`config.mk`:
```
export PLATFORM = sky130hd
export DESIGN_NAME = scc_top
export DESIGN_NICKNAME = d
export VERILOG_FILES = /design/src/scc_sync.v /design/src/scc_divider.v /design/src/scc_top.v
export VERILOG_INCLUDE_DIRS = /design/src
export SDC_FILE = /design/constraint.sdc
export NUM_CORES = 1
export LEC_CHECK = 0
export ABC_AREA = 1
export BUFFER_PORTS_ARGS = -buffer_cell sky130_fd_sc_hd__buf_2
export CAP_MARGIN = 20
export CELL_PAD_IN_SITES_DETAIL_PLACEMENT = 1
export CELL_PAD_IN_SITES_GLOBAL_PLACEMENT = 2
export CORE_UTILIZATION = 31
export CTS_CLUSTER_DIAMETER = 100
export DETAILED_ROUTE_END_ITERATION = 10
export PLACE_DENSITY = 0.82
export SLEW_MARGIN = 20
export SYNTH_ARGS = -nofsm -noshare
export SYNTH_HDL_FRONTEND = slang
export SYNTH_SLANG_ARGS = --single-unit
```
`constraint.sdc`:
```
create_clock -name mclk_in -period 5.5 [get_ports mclk_in]
set_input_delay 1.1 -clock mclk_in [delete_from_list [all_inputs] [get_ports mclk_in]]
set_output_delay 1.1 -clock mclk_in [all_outputs]
set_load 0.03 [all_outputs]
```
`src/scc_defines.vh`:
```
`ifndef SCC_DEFINES_VH
`define SCC_DEFINES_VH

// ********************************************************************
// Register indices (byte address is four times the index)
// ********************************************************************
`define SCC_IDX_TBC      8'h36
`define SCC_IDX_SYSC1    8'h38
`define SCC_IDX_SYSC2    8'h39
`define SCC_IDX_DIVC     8'h3A
`define SCC_IDX_STAT     8'h3B

// ********************************************************************
// Reset values
// ********************************************************************
`define SCC_RST_TBC      8'h00
`define SCC_RST_SYSC1    8'h00
`define SCC_RST_SYSC2    8'h80
`define SCC_RST_DIVC     8'h00

// ********************************************************************
// Field positions
// ********************************************************************
`define SCC_S1_HALT      7
`define SCC_S1_TRIG      6
`define SCC_S1_RET       5
`define SCC_S1_HOLD      4
`define SCC_S1_WUT_HI    3
`define SCC_S1_WUT_LO    2
`define SCC_S2_OSC       7
`define SCC_S2_SYSCK     5
`define SCC_S2_IDLE      4
`define SCC_DC_STAGE     5
`define SCC_TB_DVO_EN    7
`define SCC_TB_DVO_HI    6
`define SCC_TB_DVO_LO    5
`define SCC_TB_ZERO      4
`define SCC_TB_EN        3
`define SCC_TB_RATE_HI   2
`define SCC_TB_RATE_LO   0

// ********************************************************************
// Warm-up codes and divider taps
// ********************************************************************
`define SCC_WU_LONG      2'h0
`define SCC_WU_MID       2'h1
`define SCC_WU_SHORT     2'h2
`define SCC_DVO_TAP      5'h0A
`define SCC_TB_TAP       5'h0D

`endif

```
`src/scc_sync.v`:
```
`timescale 1ns/1ns
module scc_sync #(
   parameter         W    = 2,
   parameter [W-1:0] INIT = {W{1'b0}}
) (
   // Clock and reset
   input  wire         mclk_in,
   input  wire         sys_rst_in,
   // Raw pins and filtered levels
   input  wire [W-1:0] pin_in,
   output reg  [W-1:0] level_out
);

   reg [W-1:0] s1_q;
   reg [W-1:0] s2_q;
   reg [W-1:0] s3_q;

   // Three stages; level follows once stages two and three agree
   always @(posedge mclk_in) begin
      if (sys_rst_in) begin
         s1_q      <= INIT;
         s2_q      <= INIT;
         s3_q      <= INIT;
         level_out <= INIT;
      end else begin
         s1_q      <= pin_in;
         s2_q      <= s1_q;
         s3_q      <= s2_q;
         level_out <= ((s2_q ~^ s3_q) & s3_q) | ((s2_q ^ s3_q) & level_out);
      end
   end

endmodule // scc_sync

```
`src/scc_divider.v`:
```
`timescale 1ns/1ns
module scc_divider #(
   parameter PRE_W = 3,
   parameter DIV_W = 21
) (
   // Clock and reset
   input  wire                   mclk_in,
   input  wire                   sys_rst_in,
   // Chain control
   input  wire                   clear_in,
   input  wire                   run_in,
   output wire [PRE_W+DIV_W-1:0] chain_out,
   // Machine cycle
   input  wire                   cpu_run_in,
   input  wire [3:0]             instr_cycles_in,
   output reg  [1:0]             mc_state_out,
   output reg  [3:0]             mc_cycle_out,
   output reg                    instr_done_out
);

   reg  [PRE_W-1:0] pre_q;
   reg  [DIV_W-1:0] div_q;
   wire [3:0]       len;

   assign chain_out = {div_q, pre_q};
   assign len       = (instr_cycles_in == 4'h0) ? 4'h1 : instr_cycles_in;

   // ****************************************************************
   // Prescaler and divider chain
   // ****************************************************************
   always @(posedge mclk_in) begin
      if (sys_rst_in || clear_in) begin
         pre_q <= {PRE_W{1'b0}};
         div_q <= {DIV_W{1'b0}};
      end else if (run_in) begin
         pre_q <= pre_q + 1'b1;
         if (&pre_q) begin
            div_q <= div_q + 1'b1;
         end
      end
   end

   // ****************************************************************
   // Machine-cycle counter
   // ****************************************************************
   always @(posedge mclk_in) begin
      if (sys_rst_in) begin
         mc_state_out   <= 2'h0;
         mc_cycle_out   <= 4'h1;
         instr_done_out <= 1'b0;
      end else begin
         instr_done_out <= 1'b0;
         if (cpu_run_in) begin
            mc_state_out <= mc_state_out + 2'h1;
            if (mc_state_out == 2'h3) begin
               if (mc_cycle_out >= len) begin
                  mc_cycle_out   <= 4'h1;
                  instr_done_out <= 1'b1;
               end else begin
                  mc_cycle_out <= mc_cycle_out + 4'h1;
               end
            end
         end
      end
   end

endmodule // scc_divider

```
`src/scc_top.v`:
```
// The implementer's own choice: the Avalon-MM slave port.
`timescale 1ns/1ns
`include "scc_defines.vh"
module scc_top #(
   parameter [23:0] WU_LONG_CYC  = 24'h03_0000,
   parameter [23:0] WU_MID_CYC   = 24'h01_0000,
   parameter [23:0] WU_SHORT_CYC = 24'h00_4000
) (
   // Clock and reset
   input  wire        mclk_in,
   input  wire        sys_rst_in,
   // Device pins
   input  wire        reset_pin_n_in,
   input  wire        wake_pin_in,
   output reg         divider_pulse_output_n_out,
   // Avalon-MM slave
   input  wire [9:0]  avs_address_in,
   input  wire        avs_read_in,
   input  wire        avs_write_in,
   input  wire [31:0] avs_writedata_in,
   input  wire [3:0]  avs_byteenable_in,
   output reg  [31:0] avs_readdata_out,
   output wire        avs_waitrequest_out,
   // Core side
   input  wire        irq_in,
   input  wire        interrupt_master_flag_in,
   input  wire [3:0]  instr_cycles_in,
   // Clock gating and mode
   output wire        osc_run_out,
   output wire        cpu_clk_en_out,
   output wire        wdt_clk_en_out,
   output wire        periph_clk_en_out,
   output wire        core_reset_out,
   output wire        port_hiz_out,
   // Machine cycle
   output wire [1:0]  mc_state_out,
   output wire [3:0]  mc_cycle_out,
   output wire        instr_done_out,
   // Events
   output reg         resume_next_out,
   output reg         irq_service_out,
   output reg         timebase_tick_out
);

   localparam [2:0] ST_NORMAL = 3'h0;
   localparam [2:0] ST_IDLE   = 3'h1;
   localparam [2:0] ST_STOP   = 3'h2;
   localparam [2:0] ST_WARM   = 3'h3;
   localparam [7:0] RST_S1    = `SCC_RST_SYSC1;
   localparam [7:0] RST_S2    = `SCC_RST_SYSC2;
   localparam [7:0] RST_DC    = `SCC_RST_DIVC;

   // ****************************************************************
   // Declarations
   // ****************************************************************
   wire [1:0]  pins_lvl;
   wire        wake_lvl;
   wire        pin_rst;
   wire        rst_all;
   wire [23:0] chain;
   wire        req;
   wire        wr_fire;
   wire        wr_b0;
   wire [7:0]  wdata;
   wire        wake_rise;
   wire        stop_wake;
   wire [23:0] wu_base;
   wire [23:0] wu_target;
   wire        wu_done;
   wire [4:0]  dvo_idx;
   wire [4:0]  tb_idx;
   reg  [7:0]  rd_mux;
   reg  [2:0]  state_q;
   reg  [2:0]  state_d;
   reg         chain_clr_d;
   reg         ack_q;
   reg         soft_rst_q;
   reg         wake_prev_q;
   reg         stop_edge_q;
   reg         tb_prev_q;
   reg  [7:0]  tbc_q;
   reg         halt_q;
   reg         trig_q;
   reg         ret_q;
   reg         hold_q;
   reg  [1:0]  wut_q;
   reg         osc_q;
   reg         sysck_q;
   reg         idle_q;
   reg         stage_q;

   // ****************************************************************
   // Pin synchronisers and reset sources
   // ****************************************************************
   scc_sync #(
      .W    (2),
      .INIT (2'h2)
   ) u_sync (
      .mclk_in    (mclk_in),
      .sys_rst_in (sys_rst_in),
      .pin_in     ({reset_pin_n_in, wake_pin_in}),
      .level_out  (pins_lvl)
   );

   assign wake_lvl       = pins_lvl[0];
   assign pin_rst        = ~pins_lvl[1];
   assign rst_all        = sys_rst_in | pin_rst | soft_rst_q;
   assign core_reset_out = rst_all;

   // ****************************************************************
   // Timing generator
   // ****************************************************************
   scc_divider #(
      .PRE_W (3),
      .DIV_W (21)
   ) u_div (
      .mclk_in         (mclk_in),
      .sys_rst_in      (rst_all),
      .clear_in        (chain_clr_d),
      .run_in          (state_q != ST_STOP),
      .chain_out       (chain),
      .cpu_run_in      (cpu_clk_en_out),
      .instr_cycles_in (instr_cycles_in),
      .mc_state_out    (mc_state_out),
      .mc_cycle_out    (mc_cycle_out),
      .instr_done_out  (instr_done_out)
   );

   // ****************************************************************
   // Clock gating
   // ****************************************************************
   assign osc_run_out       = (state_q != ST_STOP) & ~rst_all;
   assign cpu_clk_en_out    = (state_q == ST_NORMAL) & ~rst_all;
   assign wdt_clk_en_out    = (state_q == ST_NORMAL) & ~rst_all;
   assign periph_clk_en_out = ((state_q == ST_NORMAL) |
                               (state_q == ST_IDLE)) & ~rst_all;
   assign port_hiz_out      = (state_q == ST_STOP) & ~hold_q;

   // ****************************************************************
   // Avalon-MM handshake
   // ****************************************************************
   assign req                 = avs_read_in | avs_write_in;
   assign avs_waitrequest_out = req & ~ack_q;
   assign wr_fire             = avs_write_in & ack_q;
   assign wr_b0               = wr_fire & avs_byteenable_in[0];
   assign wdata               = avs_writedata_in[7:0];

   always @(posedge mclk_in) begin
      if (sys_rst_in) begin
         ack_q            <= 1'b0;
         avs_readdata_out <= 32'h0000_0000;
      end else begin
         ack_q <= req & ~ack_q;
         if (avs_read_in && !ack_q) begin
            avs_readdata_out <= {24'h00_0000, rd_mux};
         end
      end
   end

   // ****************************************************************
   // Read multiplexer
   // ****************************************************************
   always @* begin
      rd_mux = 8'h00;
      case (avs_address_in)
         {`SCC_IDX_TBC, 2'h0}:   rd_mux = tbc_q;
         {`SCC_IDX_SYSC1, 2'h0}: rd_mux = {halt_q, trig_q, ret_q, hold_q,
                                           wut_q, 2'h0};
         {`SCC_IDX_SYSC2, 2'h0}: rd_mux = {osc_q, 1'b0, sysck_q, idle_q,
                                           4'h0};
         {`SCC_IDX_DIVC, 2'h0}:  rd_mux = {2'h0, stage_q, 5'h00};
         {`SCC_IDX_STAT, 2'h0}:  rd_mux = {5'h00, state_q};
         default:                rd_mux = 8'h00;
      endcase
   end

   // ****************************************************************
   // Wake detection and warm-up target
   // ****************************************************************
   assign wake_rise = wake_lvl & ~wake_prev_q;
   assign stop_wake = wake_rise |
                      (trig_q & ~stop_edge_q & wake_lvl);

   assign wu_base   = (wut_q == `SCC_WU_MID)   ? WU_MID_CYC :
                      (wut_q == `SCC_WU_SHORT) ? WU_SHORT_CYC :
                                                 WU_LONG_CYC;
   assign wu_target = stage_q ? {wu_base[22:0], 1'b0} : wu_base;
   assign wu_done   = (chain == (wu_target - 24'h00_0001));

   // ****************************************************************
   // Mode sequencer
   // ****************************************************************
   always @* begin
      state_d     = state_q;
      chain_clr_d = 1'b0;
      case (state_q)
         ST_NORMAL: begin
            if (halt_q) begin
               chain_clr_d = 1'b1;
               if (trig_q && wake_lvl) begin
                  state_d = ST_WARM;
               end else begin
                  state_d = ST_STOP;
               end
            end else if (idle_q) begin
               state_d = ST_IDLE;
            end
         end
         ST_IDLE: begin
            if (irq_in) begin
               state_d = ST_NORMAL;
            end
         end
         ST_STOP: begin
            if (stop_wake) begin
               state_d     = ST_WARM;
               chain_clr_d = 1'b1;
            end
         end
         ST_WARM: begin
            if (wu_done) begin
               state_d     = ST_NORMAL;
               chain_clr_d = 1'b1;
            end
         end
         default: begin
            state_d     = ST_NORMAL;
            chain_clr_d = 1'b1;
         end
      endcase
   end

   // ****************************************************************
   // Control registers and mode state
   // ****************************************************************
   always @(posedge mclk_in) begin
      if (sys_rst_in) begin
         soft_rst_q <= 1'b0;
      end else begin
         soft_rst_q <= wr_b0 &&
                       (avs_address_in == {`SCC_IDX_SYSC2, 2'h0}) &&
                       !wdata[`SCC_S2_OSC];
      end
   end

   always @(posedge mclk_in) begin
      if (rst_all) begin
         state_q         <= ST_NORMAL;
         tbc_q           <= `SCC_RST_TBC;
         halt_q          <= RST_S1[`SCC_S1_HALT];
         trig_q          <= RST_S1[`SCC_S1_TRIG];
         ret_q           <= RST_S1[`SCC_S1_RET];
         hold_q          <= RST_S1[`SCC_S1_HOLD];
         wut_q           <= RST_S1[`SCC_S1_WUT_HI:`SCC_S1_WUT_LO];
         osc_q           <= RST_S2[`SCC_S2_OSC];
         sysck_q         <= RST_S2[`SCC_S2_SYSCK];
         idle_q          <= RST_S2[`SCC_S2_IDLE];
         stage_q         <= RST_DC[`SCC_DC_STAGE];
         stop_edge_q     <= 1'b0;
         resume_next_out <= 1'b0;
         irq_service_out <= 1'b0;
      end else begin
         state_q         <= state_d;
         resume_next_out <= 1'b0;
         irq_service_out <= 1'b0;
         if (wr_b0) begin
            case (avs_address_in)
               {`SCC_IDX_TBC, 2'h0}: begin
                  tbc_q <= wdata & ~(8'h01 << `SCC_TB_ZERO);
               end
               {`SCC_IDX_SYSC1, 2'h0}: begin
                  halt_q <= wdata[`SCC_S1_HALT];
                  trig_q <= wdata[`SCC_S1_TRIG];
                  ret_q  <= wdata[`SCC_S1_RET];
                  hold_q <= wdata[`SCC_S1_HOLD];
                  wut_q  <= wdata[`SCC_S1_WUT_HI:`SCC_S1_WUT_LO];
               end
               {`SCC_IDX_SYSC2, 2'h0}: begin
                  osc_q   <= wdata[`SCC_S2_OSC];
                  sysck_q <= wdata[`SCC_S2_SYSCK];
                  idle_q  <= wdata[`SCC_S2_IDLE];
               end
               {`SCC_IDX_DIVC, 2'h0}: begin
                  stage_q <= wdata[`SCC_DC_STAGE];
               end
               default: begin
                  stage_q <= stage_q;
               end
            endcase
         end
         if (state_q == ST_NORMAL && halt_q) begin
            stop_edge_q <= ~trig_q;
         end
         if (state_q == ST_IDLE && irq_in) begin
            idle_q          <= 1'b0;
            irq_service_out <= interrupt_master_flag_in;
            resume_next_out <= ~interrupt_master_flag_in;
         end
         if (state_q == ST_WARM && wu_done) begin
            halt_q          <= 1'b0;
            resume_next_out <= 1'b1;
         end
      end
   end

   // ****************************************************************
   // Divider pulse output and time base tick
   // ****************************************************************
   assign dvo_idx = `SCC_DVO_TAP +
                    {3'h0, tbc_q[`SCC_TB_DVO_HI:`SCC_TB_DVO_LO]};
   assign tb_idx  = `SCC_TB_TAP +
                    {2'h0, tbc_q[`SCC_TB_RATE_HI:`SCC_TB_RATE_LO]};

   always @(posedge mclk_in) begin
      if (rst_all) begin
         divider_pulse_output_n_out <= 1'b1;
         timebase_tick_out          <= 1'b0;
         wake_prev_q                <= 1'b0;
         tb_prev_q                  <= 1'b0;
      end else begin
         wake_prev_q <= wake_lvl;
         tb_prev_q   <= chain[tb_idx];
         divider_pulse_output_n_out <= ~(tbc_q[`SCC_TB_DVO_EN] &
                                         chain[dvo_idx]);
         timebase_tick_out <= tbc_q[`SCC_TB_EN] & chain[tb_idx] &
                              ~tb_prev_q & (state_q == ST_NORMAL);
      end
   end

endmodule // scc_top

```
==> results.md, run 1 <==
- Result of the run: complete, no violations
- Layout overhead on the synthesized area: 15.1%
- Fraction of synthesized area in multiplexers: 0.236%
- Count of instances resized after the clock tree is built: 0
- Largest net degree at the start of global routing: 25
- Path category of the worst min-delay check: reg2reg
- DR DRC count: 0
- Wire length of the first global-routing pass: 19,500 um
- Biggest area consumer among synthesized cells: sky130_fd_sc_hd__dfxtp_1
- Synth top area share: 35.3%
- Worst Max-Slew Pin Slew: 0.592 ns
- Post-synth EDFFs: 0
- Cell depth of the worst hold path: 2
- Die Span X: 119 um
- Power per standard cell area: 252 nW/um2
- Die boundary height: 119 um
- Cell count after synthesis: 590
- Number of max-cap violations: 0
- Starting Density: 31.9%
- Setup Viol. Count Final: 0
- Total power: 1.23 mW
- Half-perimeter wire length after placement: 9170 um
- Main synth FF type: sky130_fd_sc_hd__dfxtp_1
- Proportion of synthesized chip area in sequential cells: 35.3%
- Area of the placeable core: 13,300 um2
- Critical path depth in cells: 6
- Final worst clock skew: 0.0116 ns
- Number of top-level design ports: 108
- Maximum ir drop on the vdd rail: 0.000146 V
- Worst skew pair latency: 0.35 ns
- Area taken by multi-input logic gates: 2260 um2
- Remaining number of nets flagged by the antenna check after routing: 0
- CP max stage delay: 0.28 ns
- Synth Area in Adders: 4.71%
- Via density per instance: 4.80
- CP delay by family, top: buffers and inverters
- TNS Setup: 0 ns
- Final routed wirelength across all metal layers: 11,900 um
- Setup repair after global routing missed its margin: false
- Sequential cell area: 1500 um2
- Net count reported at finish: 720
- N_diodes: 0
- Setup Buffers After CTS: 0
- Critical path class: in2out
- Placement Rows: 42
- Leakage power summed over all cells: 1.99 nW
- Drt wl/cell: 14.3 um
- Number of buffers on the longest clock path: 2
- Clock-pin slew of the registers on the worst-case setup and hold paths: 0.07 ns
- Library cell contributing the largest single delay on the critical path: sky130_fd_sc_hd__buf_4
- Number of synthesized register bits: 75
- Count of different cell masters after synthesis: 46
- Post-route insts no fill: 827
- Async set or reset register ratio after synthesis: 0%
- Via count of the first global-routing pass: 3,963
- Total CTS buffers: 9
- Antenna violations before repair: 0
- Total clock sinks: 75
- Total track usage: 17.4%
- Count of cells along the worst register-to-register path: 12
- Arrival time of data at the critical path endpoint: 2.30 ns
- Layout cells sized above 1: 17.8%
- Compound-gate portion of the synthesized area: 14.1%
- Worst EP required: 4.40 ns
- Netlist Area Pre-Place: 4250 um2
- Worst relative slew slack: 60.4%
- Total number of vias: 3,973
- Total buffers and inverters traversed by the critical path: 4
- # placed instances: 811
- Type of origin of the critical path: input port
- Number of I/O port buffers: 56
- Router iterations before antenna repair: 4
- Most common cell type on the critical path: sky130_fd_sc_hd__buf_2
- Synthesized area per cell: 7.20 um2
- Clk Tree Root Cell: sky130_fd_sc_hd__clkbuf_16
- Ratio of final minimum period to clock period: 61.8%
- Area enclosed by the die boundary: 14,200 um2
- Post-synthesis share of cell area spent on xor and xnor gates: 3.30%
- Maximum net fanout on the critical path: 19
- Placer's final routability congestion estimate: 0.838
- Tmin final: 3.40 ns
- Main combinational cell family by area after synthesis: simple AND/OR/NAND/NOR gates
- TritonCTS clock tree: built
- Top post-synthesis cells by area: sky130_fd_sc_hd__dfxtp_1 (35%), sky130_fd_sc_hd__nand2_1 (8.1%), sky130_fd_sc_hd__inv_1 (7.2%)
- Post-CTS Hold Fix Bufs: 0
- Fmax achieved: 0.294 GHz
- Final Hold Violating Endpoints: 0
- Final-layout fill cell count: 1,695
- CP Capture Type: output pin
- Count of final max-slew check failures: 0
- Cell Chain, Critical Path: buf_2 -> nor3_4 -> buf_4 -> inv_4 -> nor2_4 -> buf_2
- Number of H-tree levels: 3
- Number of synthesis warnings: 0
- Violation count after the first detailed-routing iteration: 164
- Simple-gate share of the synthesized area: 28.7%
- Remaining Overflow, GRT: 0
area by class of cell:
cell class | instances | share of cell area, %
clock buffer | 10 | 4.89
multi-input combinational | 415 | 46.2
clock inverter | 6 | 0.973
timing repair buffer | 57 | 5.89
sequential | 75 | 30.7
inverter | 88 | 6.81
tap | 176 | 4.51
cells in the mapped netlist, drive strengths merged, types with 2 or more instances:
master   n
ha      16
buf     29
nor3    19
a211oi   9
or2      5
o21ai   33
nand4   12
xnor2    2
nor2    77
a21oi   45
o211ai   4
o22ai    7
nand3   36
a31oi    2
inv     87
xor2    14
nor4     3
clkbuf   6
dfxtp   75
nand2   98
worst paths after layout:
path                             startpoint                     endpoint  slack [ns]
hold / removal    u_sync.s1_q[0]$_SDFF_PP0_    u_sync.s2_q[0]$_SDFF_PP0_        0.42
setup / recovery                 sys_rst_in               wdt_clk_en_out        2.10
setup reg to reg      wut_q[0]$_SDFFE_PP0P_  u_div.pre_q[1]$_SDFFE_PP0N_        2.78
hold reg to reg   u_sync.s1_q[0]$_SDFF_PP0_    u_sync.s2_q[0]$_SDFF_PP0_        0.42
metal layers:
layer  share of wire (%)  GRT usage, %
met5                   0             0
met4                 1.8          6.96
met3                 3.8          2.54
met2                  47          28.7
met1                  48          22.8
cell families (layout without fill, tap and decap cells):
logic type	count (synthesis)	in the layout
simple gates	253	253
xor+xnor	16	16
mux	1	1
fa+ha+maj	16	16
compound gates	105	105
flops	75	75
buf+inv	123	161
other cells	1	24
stage by stage:
stage	cell area, um2	util [%]	hold slack, ns	setup slack (ns)
after floorplan	4330	-	0.388	1.89
after global placement	4600	34.6	0.391	2.08
after detailed placement	4600	34.6	0.398	2.08
after CTS	4890	36.8	0.416	2.08
after global routing	4890	36.8	0.428	2.00
final	4890	36.8	0.417	2.10
cell usage in the layout, fill, tap and decap left out, types with 5 or more instances in the layout:
master                      netlist  routed
sky130_fd_sc_hd__a211oi_1         9       9
sky130_fd_sc_hd__a21oi_1         43      43
sky130_fd_sc_hd__buf_2            1      56
sky130_fd_sc_hd__clkbuf_16        0       9
sky130_fd_sc_hd__conb_1           1      24
sky130_fd_sc_hd__dfxtp_1         75      75
sky130_fd_sc_hd__ha_1            16      16
sky130_fd_sc_hd__inv_1           81      81
sky130_fd_sc_hd__inv_2            5       5
sky130_fd_sc_hd__nand2_1         92      92
sky130_fd_sc_hd__nand3_1         32      32
sky130_fd_sc_hd__nand4_1         11      11
sky130_fd_sc_hd__nor2_1          65      65
sky130_fd_sc_hd__nor2_2           8       8
sky130_fd_sc_hd__nor3_1          15      15
sky130_fd_sc_hd__o21ai_0         33      33
sky130_fd_sc_hd__o22ai_1          7       7
sky130_fd_sc_hd__or2_2            5       5
sky130_fd_sc_hd__xor2_1          14      14
state kept, by name, indices dropped and copies added, names as in the netlist, 3 cells and up:
name,cells
avs_readdata_out,8
tbc_q,7
u_div.mc_cycle_out,4
u_div.div_q,21
u_div.pre_q,3
power breakdown:
| group | switching (mW) | leakage [nW] | internal (mW) |
|---|---|---|---|
| registers | 0.00524 | 0.607 | 0.550 |
| logic | 0.0769 | 1.24 | 0.0266 |
| clock network | 0.252 | 0.139 | 0.322 |
worst reg2reg max path: stages, from the launching register on:
cell	delay, ns
sky130_fd_sc_hd__dfxtp_1	0.31
sky130_fd_sc_hd__inv_1	0.13
sky130_fd_sc_hd__ha_1	0.27
sky130_fd_sc_hd__nand2_2	0.12
sky130_fd_sc_hd__ha_1	0.33
sky130_fd_sc_hd__or2_2	0.28
sky130_fd_sc_hd__nand3_1	0.09
sky130_fd_sc_hd__nor2_1	0.04
sky130_fd_sc_hd__nand3_1	0.08
sky130_fd_sc_hd__nor2_2	0.05
sky130_fd_sc_hd__nand4_2	0.13
sky130_fd_sc_hd__nand3_2	0.48
sky130_fd_sc_hd__a21oi_2	0.30
Note: power is estimated with default switching activity, not from simulation.
==> run 2, diff against run 1 <==
--- a/config.mk
+++ b/config.mk
@@ -11,10 +11,10 @@
 export CAP_MARGIN = 20
 export CELL_PAD_IN_SITES_DETAIL_PLACEMENT = 1
 export CELL_PAD_IN_SITES_GLOBAL_PLACEMENT = 2
-export CORE_UTILIZATION = 31
+export CORE_UTILIZATION = 26
 export CTS_CLUSTER_DIAMETER = 100
 export DETAILED_ROUTE_END_ITERATION = 10
-export PLACE_DENSITY = 0.82
+export PLACE_DENSITY = 0.73
 export SLEW_MARGIN = 20
 export SYNTH_ARGS = -nofsm -noshare
 export SYNTH_HDL_FRONTEND = slang
==> constraint.sdc (replaced) <==
create_clock -name mclk_in -period 2.79 [get_ports mclk_in]
set_input_delay 0.558 -clock mclk_in [delete_from_list [all_inputs] [get_ports mclk_in]]
set_output_delay 0.558 -clock mclk_in [all_outputs]
set_load 0.03 [all_outputs]
==> run 2 against run 1 <==
  * Flip-flop and latch count stayed put
  * Final cell count is 5.1% higher
  * Highest routed layer is now met5
  * Power rose by 100%
  * Sequential share of layout area fell by 0.53 points
==> results.md, run 2 (synthesis results as in run 1) <==
- Result of the run: complete, no violations
- Worst setup path start: wut_q[0]$_SDFFE_PP0P_
- Die boundary height: 130 um
- Most heavily used metal layer in global routing: met2
- Net count reported at finish: 722
- Reg2Reg Launch Point: wut_q[0]$_SDFFE_PP0P_
- Critical path class: reg2reg
- Ratio of final minimum period to clock period: 87.7%
- Antenna violations before repair: 1
- Area enclosed by the die boundary: 16,900 um2
- Placer's final routability congestion estimate: 0.776
- Arrival time of data at the critical path endpoint: 2.67 ns
- TNS Setup: 0 ns
- Core Util, Final: 31.2%
- Post-CTS Hold Fix Bufs: 0
- Half-perimeter wire length after placement: 9520 um
- Worst relative slew slack: 62.2%
- Most common cell after layout, fill and taps aside: sky130_fd_sc_hd__nand2_1
- Cell depth of the worst hold path: 2
- GRT met2 Usage: 24.7%
- Remaining number of nets flagged by the antenna check after routing: 0
- Worst skew pair latency: 0.35 ns
- Router iterations before antenna repair: 4
- Setup repair after global routing missed its margin: false
- Tmin final: 2.45 ns
- Leakage power summed over all cells: 2.00 nW
- Remaining Overflow, GRT: 0
- Drt wl/cell: 14.0 um
- Via count of the first global-routing pass: 3,925
- Total track usage: 15.1%
- N_diodes: 0
- Clock-pin slew of the registers on the worst-case setup and hold paths: 0.07 ns
- Number of top-level design ports: 108
- Total power: 2.52 mW
- Type of origin of the critical path: register
- Wire length of the first global-routing pass: 19,600 um
- Total clock sinks: 75
- Path category of the worst min-delay check: in2reg
- Number of H-tree levels: 3
- Largest registers: u_div.div_q x21, avs_readdata_out x8, tbc_q x7
- Final worst clock skew: 0.0101 ns
- Register containing the most flip-flops in the final layout: u_div.div_q
- TritonCTS clock tree: built
- Area of the placeable core: 15,900 um2
- Post-Layout Inst Area: 4970 um2
- Number of flip-flops in the largest register: 21
- Register-to-register setup slack: 0.34 ns
- Maximum net fanout on the critical path: 24
- Starting Density: 26.6%
- Number of max-cap violations: 0
- Number of buffers on the longest clock path: 2
- Setup Buffers After CTS: 0
- Count of cells along the worst register-to-register path: 15
- Commonest non-fill, non-tap cells in the layout: sky130_fd_sc_hd__nand2_1 (92), sky130_fd_sc_hd__inv_1 (81), sky130_fd_sc_hd__dfxtp_1 (75), sky130_fd_sc_hd__nor2_1 (65), sky130_fd_sc_hd__buf_2 (56)
- Layout cells sized above 1: 18.1%
- Placed standard-cell area: 4670 um2
- Setup Viol. Count Final: 0
- Power per standard cell area: 506 nW/um2
- Total CTS buffers: 9
- Final routed wirelength across all metal layers: 12,200 um
- Fmax achieved: 0.408 GHz
- Total number of vias: 3,932
- DR DRC count: 0
- Worst Max-Slew Pin Slew: 0.565 ns
- Placement Rows: 46
- Number of I/O port buffers: 56
- Count of final max-slew check failures: 0
- Worst Hold Margin: 0.396 ns
- Maximum ir drop on the vdd rail: 0.000301 V
- Worst EP required: 3.02 ns
- Die Span X: 130 um
- Final Hold Violating Endpoints: 0
- CP Capture Type: register
- Via density per instance: 4.52
- Violation count after the first detailed-routing iteration: 160
- Layout overhead on the synthesized area: 17.1%
- Largest net degree at the start of global routing: 25
- Met3 demand-to-capacity share in global routing: 2.95%
- Clk Tree Root Cell: sky130_fd_sc_hd__clkbuf_16
- Start point of the worst hold path: reset_pin_n_in
- Routing usage on met1: 19.7%
- Count of instances resized after the clock tree is built: 0
- Final-layout fill cell count: 2,030
## run 2: worst paths after layout
kind                                  end
min             u_sync.s1_q[1]$_SDFF_PP1_
max          u_div.div_q[11]$_SDFFE_PP0P_
min reg2reg     u_sync.s2_q[0]$_SDFF_PP0_
max reg2reg  u_div.div_q[11]$_SDFFE_PP0P_
## run 2: area by class of cell
class	count	area, um2	share of cell area (%)
multi-input combinational	415	2260	45.4
sequential	75	1500	30.2
timing repair buffer	59	303	6.09
clock inverter	7	81.3	1.64
inverter	88	333	6.69
clock buffer	9	225	4.53
tap	216	270	5.44
## run 2: where the power goes
part / total [mW] / internal (mW) / switching [mW]
clock network: 1.22 / 0.705 / 0.512
logic: 0.206 / 0.0538 / 0.153
registers: 1.09 / 1.08 / 0.0101
## run 2: stage by stage
stage,worst slack [ns],cells
6_report,0.342,869
5_1_grt,0.112,869
4_1_cts,0.295,869
3_5_place_dp,0.314,853
3_3_place_gp,0.355,853
2_1_floorplan,0.269,613
## run 2: critical path, cell delays in order (launching register included)
cell	delay [ns]
sky130_fd_sc_hd__dfxtp_1	0.32
sky130_fd_sc_hd__inv_1	0.13
sky130_fd_sc_hd__ha_1	0.26
sky130_fd_sc_hd__nand2_2	0.11
sky130_fd_sc_hd__ha_1	0.25
sky130_fd_sc_hd__inv_1	0.10
sky130_fd_sc_hd__nand2_1	0.06
sky130_fd_sc_hd__nand3_1	0.08
sky130_fd_sc_hd__nand2_1	0.05
sky130_fd_sc_hd__inv_1	0.06
sky130_fd_sc_hd__nand3_1	0.08
sky130_fd_sc_hd__nor2_2	0.13
sky130_fd_sc_hd__nand4_2	0.20
sky130_fd_sc_hd__nand3_2	0.10
sky130_fd_sc_hd__buf_4	0.29
sky130_fd_sc_hd__nor2_1	0.09
## run 2: routing by layer
layer  vias to the layer above  wire (um)
li1                       2000          -
met1                      1853       5770
met2                        62       5710
met3                        15        504
met4                         2        182
met5                         -         13
==> run 3, diff against run 2 <==
--- a/config.mk
+++ b/config.mk
@@ -15,6 +15,7 @@
 export CTS_CLUSTER_DIAMETER = 100
 export DETAILED_ROUTE_END_ITERATION = 10
 export PLACE_DENSITY = 0.73
+export RECOVER_POWER = 25
 export SLEW_MARGIN = 20
 export SYNTH_ARGS = -nofsm -noshare
 export SYNTH_HDL_FRONTEND = slang
==> run 3 against run 2 <==
  * Sequential share of layout area increased by 0.18 points
  * Combinational power about the same
  * Hold slack about the same
  * Critical path type is now in2out
  * Design area decreased by 0.60%
  * Routed wire length about the same
  * Worst setup slack got worse by 0.069 ns
  * Critical path depth decreased by 10
  * Die area unchanged
  * Register-to-register slack got worse by 0.02 ns
  * Clock skew about the same
  * First-iteration DRC count unchanged
  * Critical endpoint is now osc_run_out
==> results.md, run 3 (synthesis results as in run 1) <==
- Result of the run: complete, no violations
- Commonest non-fill, non-tap cells in the layout: sky130_fd_sc_hd__nand2_1 (92), sky130_fd_sc_hd__inv_1 (81), sky130_fd_sc_hd__dfxtp_1 (75), sky130_fd_sc_hd__nor2_1 (65), sky130_fd_sc_hd__buf_2 (44)
- Via count of the first global-routing pass: 3,925
- TNS Setup: 0 ns
- Placement Rows: 46
- Critical path class: in2out
- Worst Hold Margin: 0.396 ns
- Worst EP required: 2.23 ns
- Wire length of the first global-routing pass: 19,600 um
- Type of origin of the critical path: input port
- Worst Max-Slew Pin Slew: 0.939 ns
- Leakage power summed over all cells: 1.94 nW
- Final worst clock skew: 0.0101 ns
- Half-perimeter wire length after placement: 9520 um
- Ratio of final minimum period to clock period: 90.2%
- TritonCTS clock tree: built
- Total clock sinks: 75
- Power per standard cell area: 509 nW/um2
- Worst setup path start: sys_rst_in
- Remaining Overflow, GRT: 0
- Post-CTS Hold Fix Bufs: 0
- Router iterations before antenna repair: 4
- Layout overhead on the synthesized area: 16.3%
- GRT met2 Usage: 24.7%
- Routing usage on met1: 19.7%
- Die Span X: 130 um
- Violation count after the first detailed-routing iteration: 160
- Combinational fraction of design power: 8.1%
- Fmax achieved: 0.397 GHz
- Count of instances resized after the clock tree is built: 0
- Cell-internal power: 1.84 mW
- CP Capture Type: output pin
- Number of top-level design ports: 108
- Fraction of power spent switching nets: 26.8%
- Number of I/O port buffers: 56
- Largest registers: u_div.div_q x21, avs_readdata_out x8, tbc_q x7
- Clk Tree Root Cell: sky130_fd_sc_hd__clkbuf_16
- Number of max-cap violations: 0
- Reg2Reg Launch Point: wut_q[0]$_SDFFE_PP0P_
- Path category of the worst min-delay check: in2reg
- Die boundary height: 130 um
- Clock-pin slew of the registers on the worst-case setup and hold paths: 0.07 ns
- Met3 demand-to-capacity share in global routing: 2.95%
- Final Hold Violating Endpoints: 0
- Sequential share of power: 43.5%
- Setup Viol. Count Final: 0
- Drt wl/cell: 14.0 um
- Most common cell after layout, fill and taps aside: sky130_fd_sc_hd__nand2_1
- Number of buffers on the longest clock path: 2
- Most heavily used metal layer in global routing: met2
- Antenna violations before repair: 1
- Setup repair after global routing missed its margin: false
- Portion of total power attributed to the clock network: 48.4%
- Placer's final routability congestion estimate: 0.776
- Total track usage: 15.1%
- Layout cells sized above 1: 15.9%
- Area of the placeable core: 15,900 um2
- Worst skew pair latency: 0.35 ns
- Maximum net fanout on the critical path: 19
- Total CTS buffers: 9
- Largest net degree at the start of global routing: 25
- Net count reported at finish: 722
- Arrival time of data at the critical path endpoint: 1.96 ns
- Total number of vias: 3,927
- Tmin final: 2.52 ns
- Worst relative slew slack: 37.4%
- Number of flip-flops in the largest register: 21
- Number of H-tree levels: 3
- Area enclosed by the die boundary: 16,900 um2
- DR DRC count: 0
- N_diodes: 0
- Remaining number of nets flagged by the antenna check after routing: 0
- Count of final max-slew check failures: 0
- Switching pwr: 0.674 mW
- Register containing the most flip-flops in the final layout: u_div.div_q
- Start point of the worst hold path: reset_pin_n_in
- Starting Density: 26.6%
- Final routed wirelength across all metal layers: 12,200 um
- Maximum ir drop on the vdd rail: 0.000301 V
- Setup Buffers After CTS: 0
- Via density per instance: 4.52
run 3: changes by cell type in the layout (fill, tap and decap cells not counted):
| cell | delta |
|---|---|
| sky130_fd_sc_hd__nor3_4 | -1 |
| sky130_fd_sc_hd__buf_4 | -1 |
| sky130_fd_sc_hd__buf_2 | -12 |
| sky130_fd_sc_hd__nor3_1 | +1 |
| sky130_fd_sc_hd__clkbuf_1 | +13 |
run 3: final timing paths:
check	endpoint	slack (ns)	cells past startpoint
setup / recovery	osc_run_out	0.27	5
setup reg to reg	u_div.div_q[11]$_SDFFE_PP0P_	0.32	15
hold reg to reg	u_sync.s2_q[0]$_SDFF_PP0_	0.41	2
hold / removal	u_sync.s1_q[1]$_SDFF_PP1_	0.40	2
run 3: power by group through the flow:
stage / combinational, mW / sequential, mW / clock [mW]
finish: 0.204 / 1.09 / 1.22
global route: 0.227 / 1.10 / 1.30
CTS: 0.210 / 1.09 / 1.26
detailed placement: 0.209 / 1.12 / 0
global placement: 0.200 / 1.12 / 0
floorplan: 0.164 / 1.13 / 0
run 3: metal layers:
metal	vias to the layer above	part of all wire, %
li1	1997	-
met1	1853	48
met2	60	47
met3	15	3.9
met4	2	1.5
met5	-	0.11
run 3: stage by stage:
step	instances	power, mW	util, %	worst slack [ns]	cell area [um2]
floorplan	613	1.29	-	0.269	4330
global placement	853	1.32	29.3	0.355	4670
detailed placement	853	1.33	29.3	0.314	4670
CTS	869	2.57	31.2	0.295	4970
global route	869	2.62	31.0	0.0912	4940
finish	869	2.52	31.0	0.273	4940
run 3: final cells by class:
type	instances	area, um2
clock buffers	9	225
clock inverters	7	81.3
fillers	2036	11000
inverters	88	333
multi-input cells	415	2250
flip-flops and latches	75	1500
well taps	216	270
repair buffers	59	284
run 3: critical path: stages:
cell	delay (ns)
sky130_fd_sc_hd__clkbuf_1	0.32
sky130_fd_sc_hd__nor3_1	0.49
sky130_fd_sc_hd__inv_4	0.20
sky130_fd_sc_hd__nor2_1	0.16
sky130_fd_sc_hd__buf_2	0.22
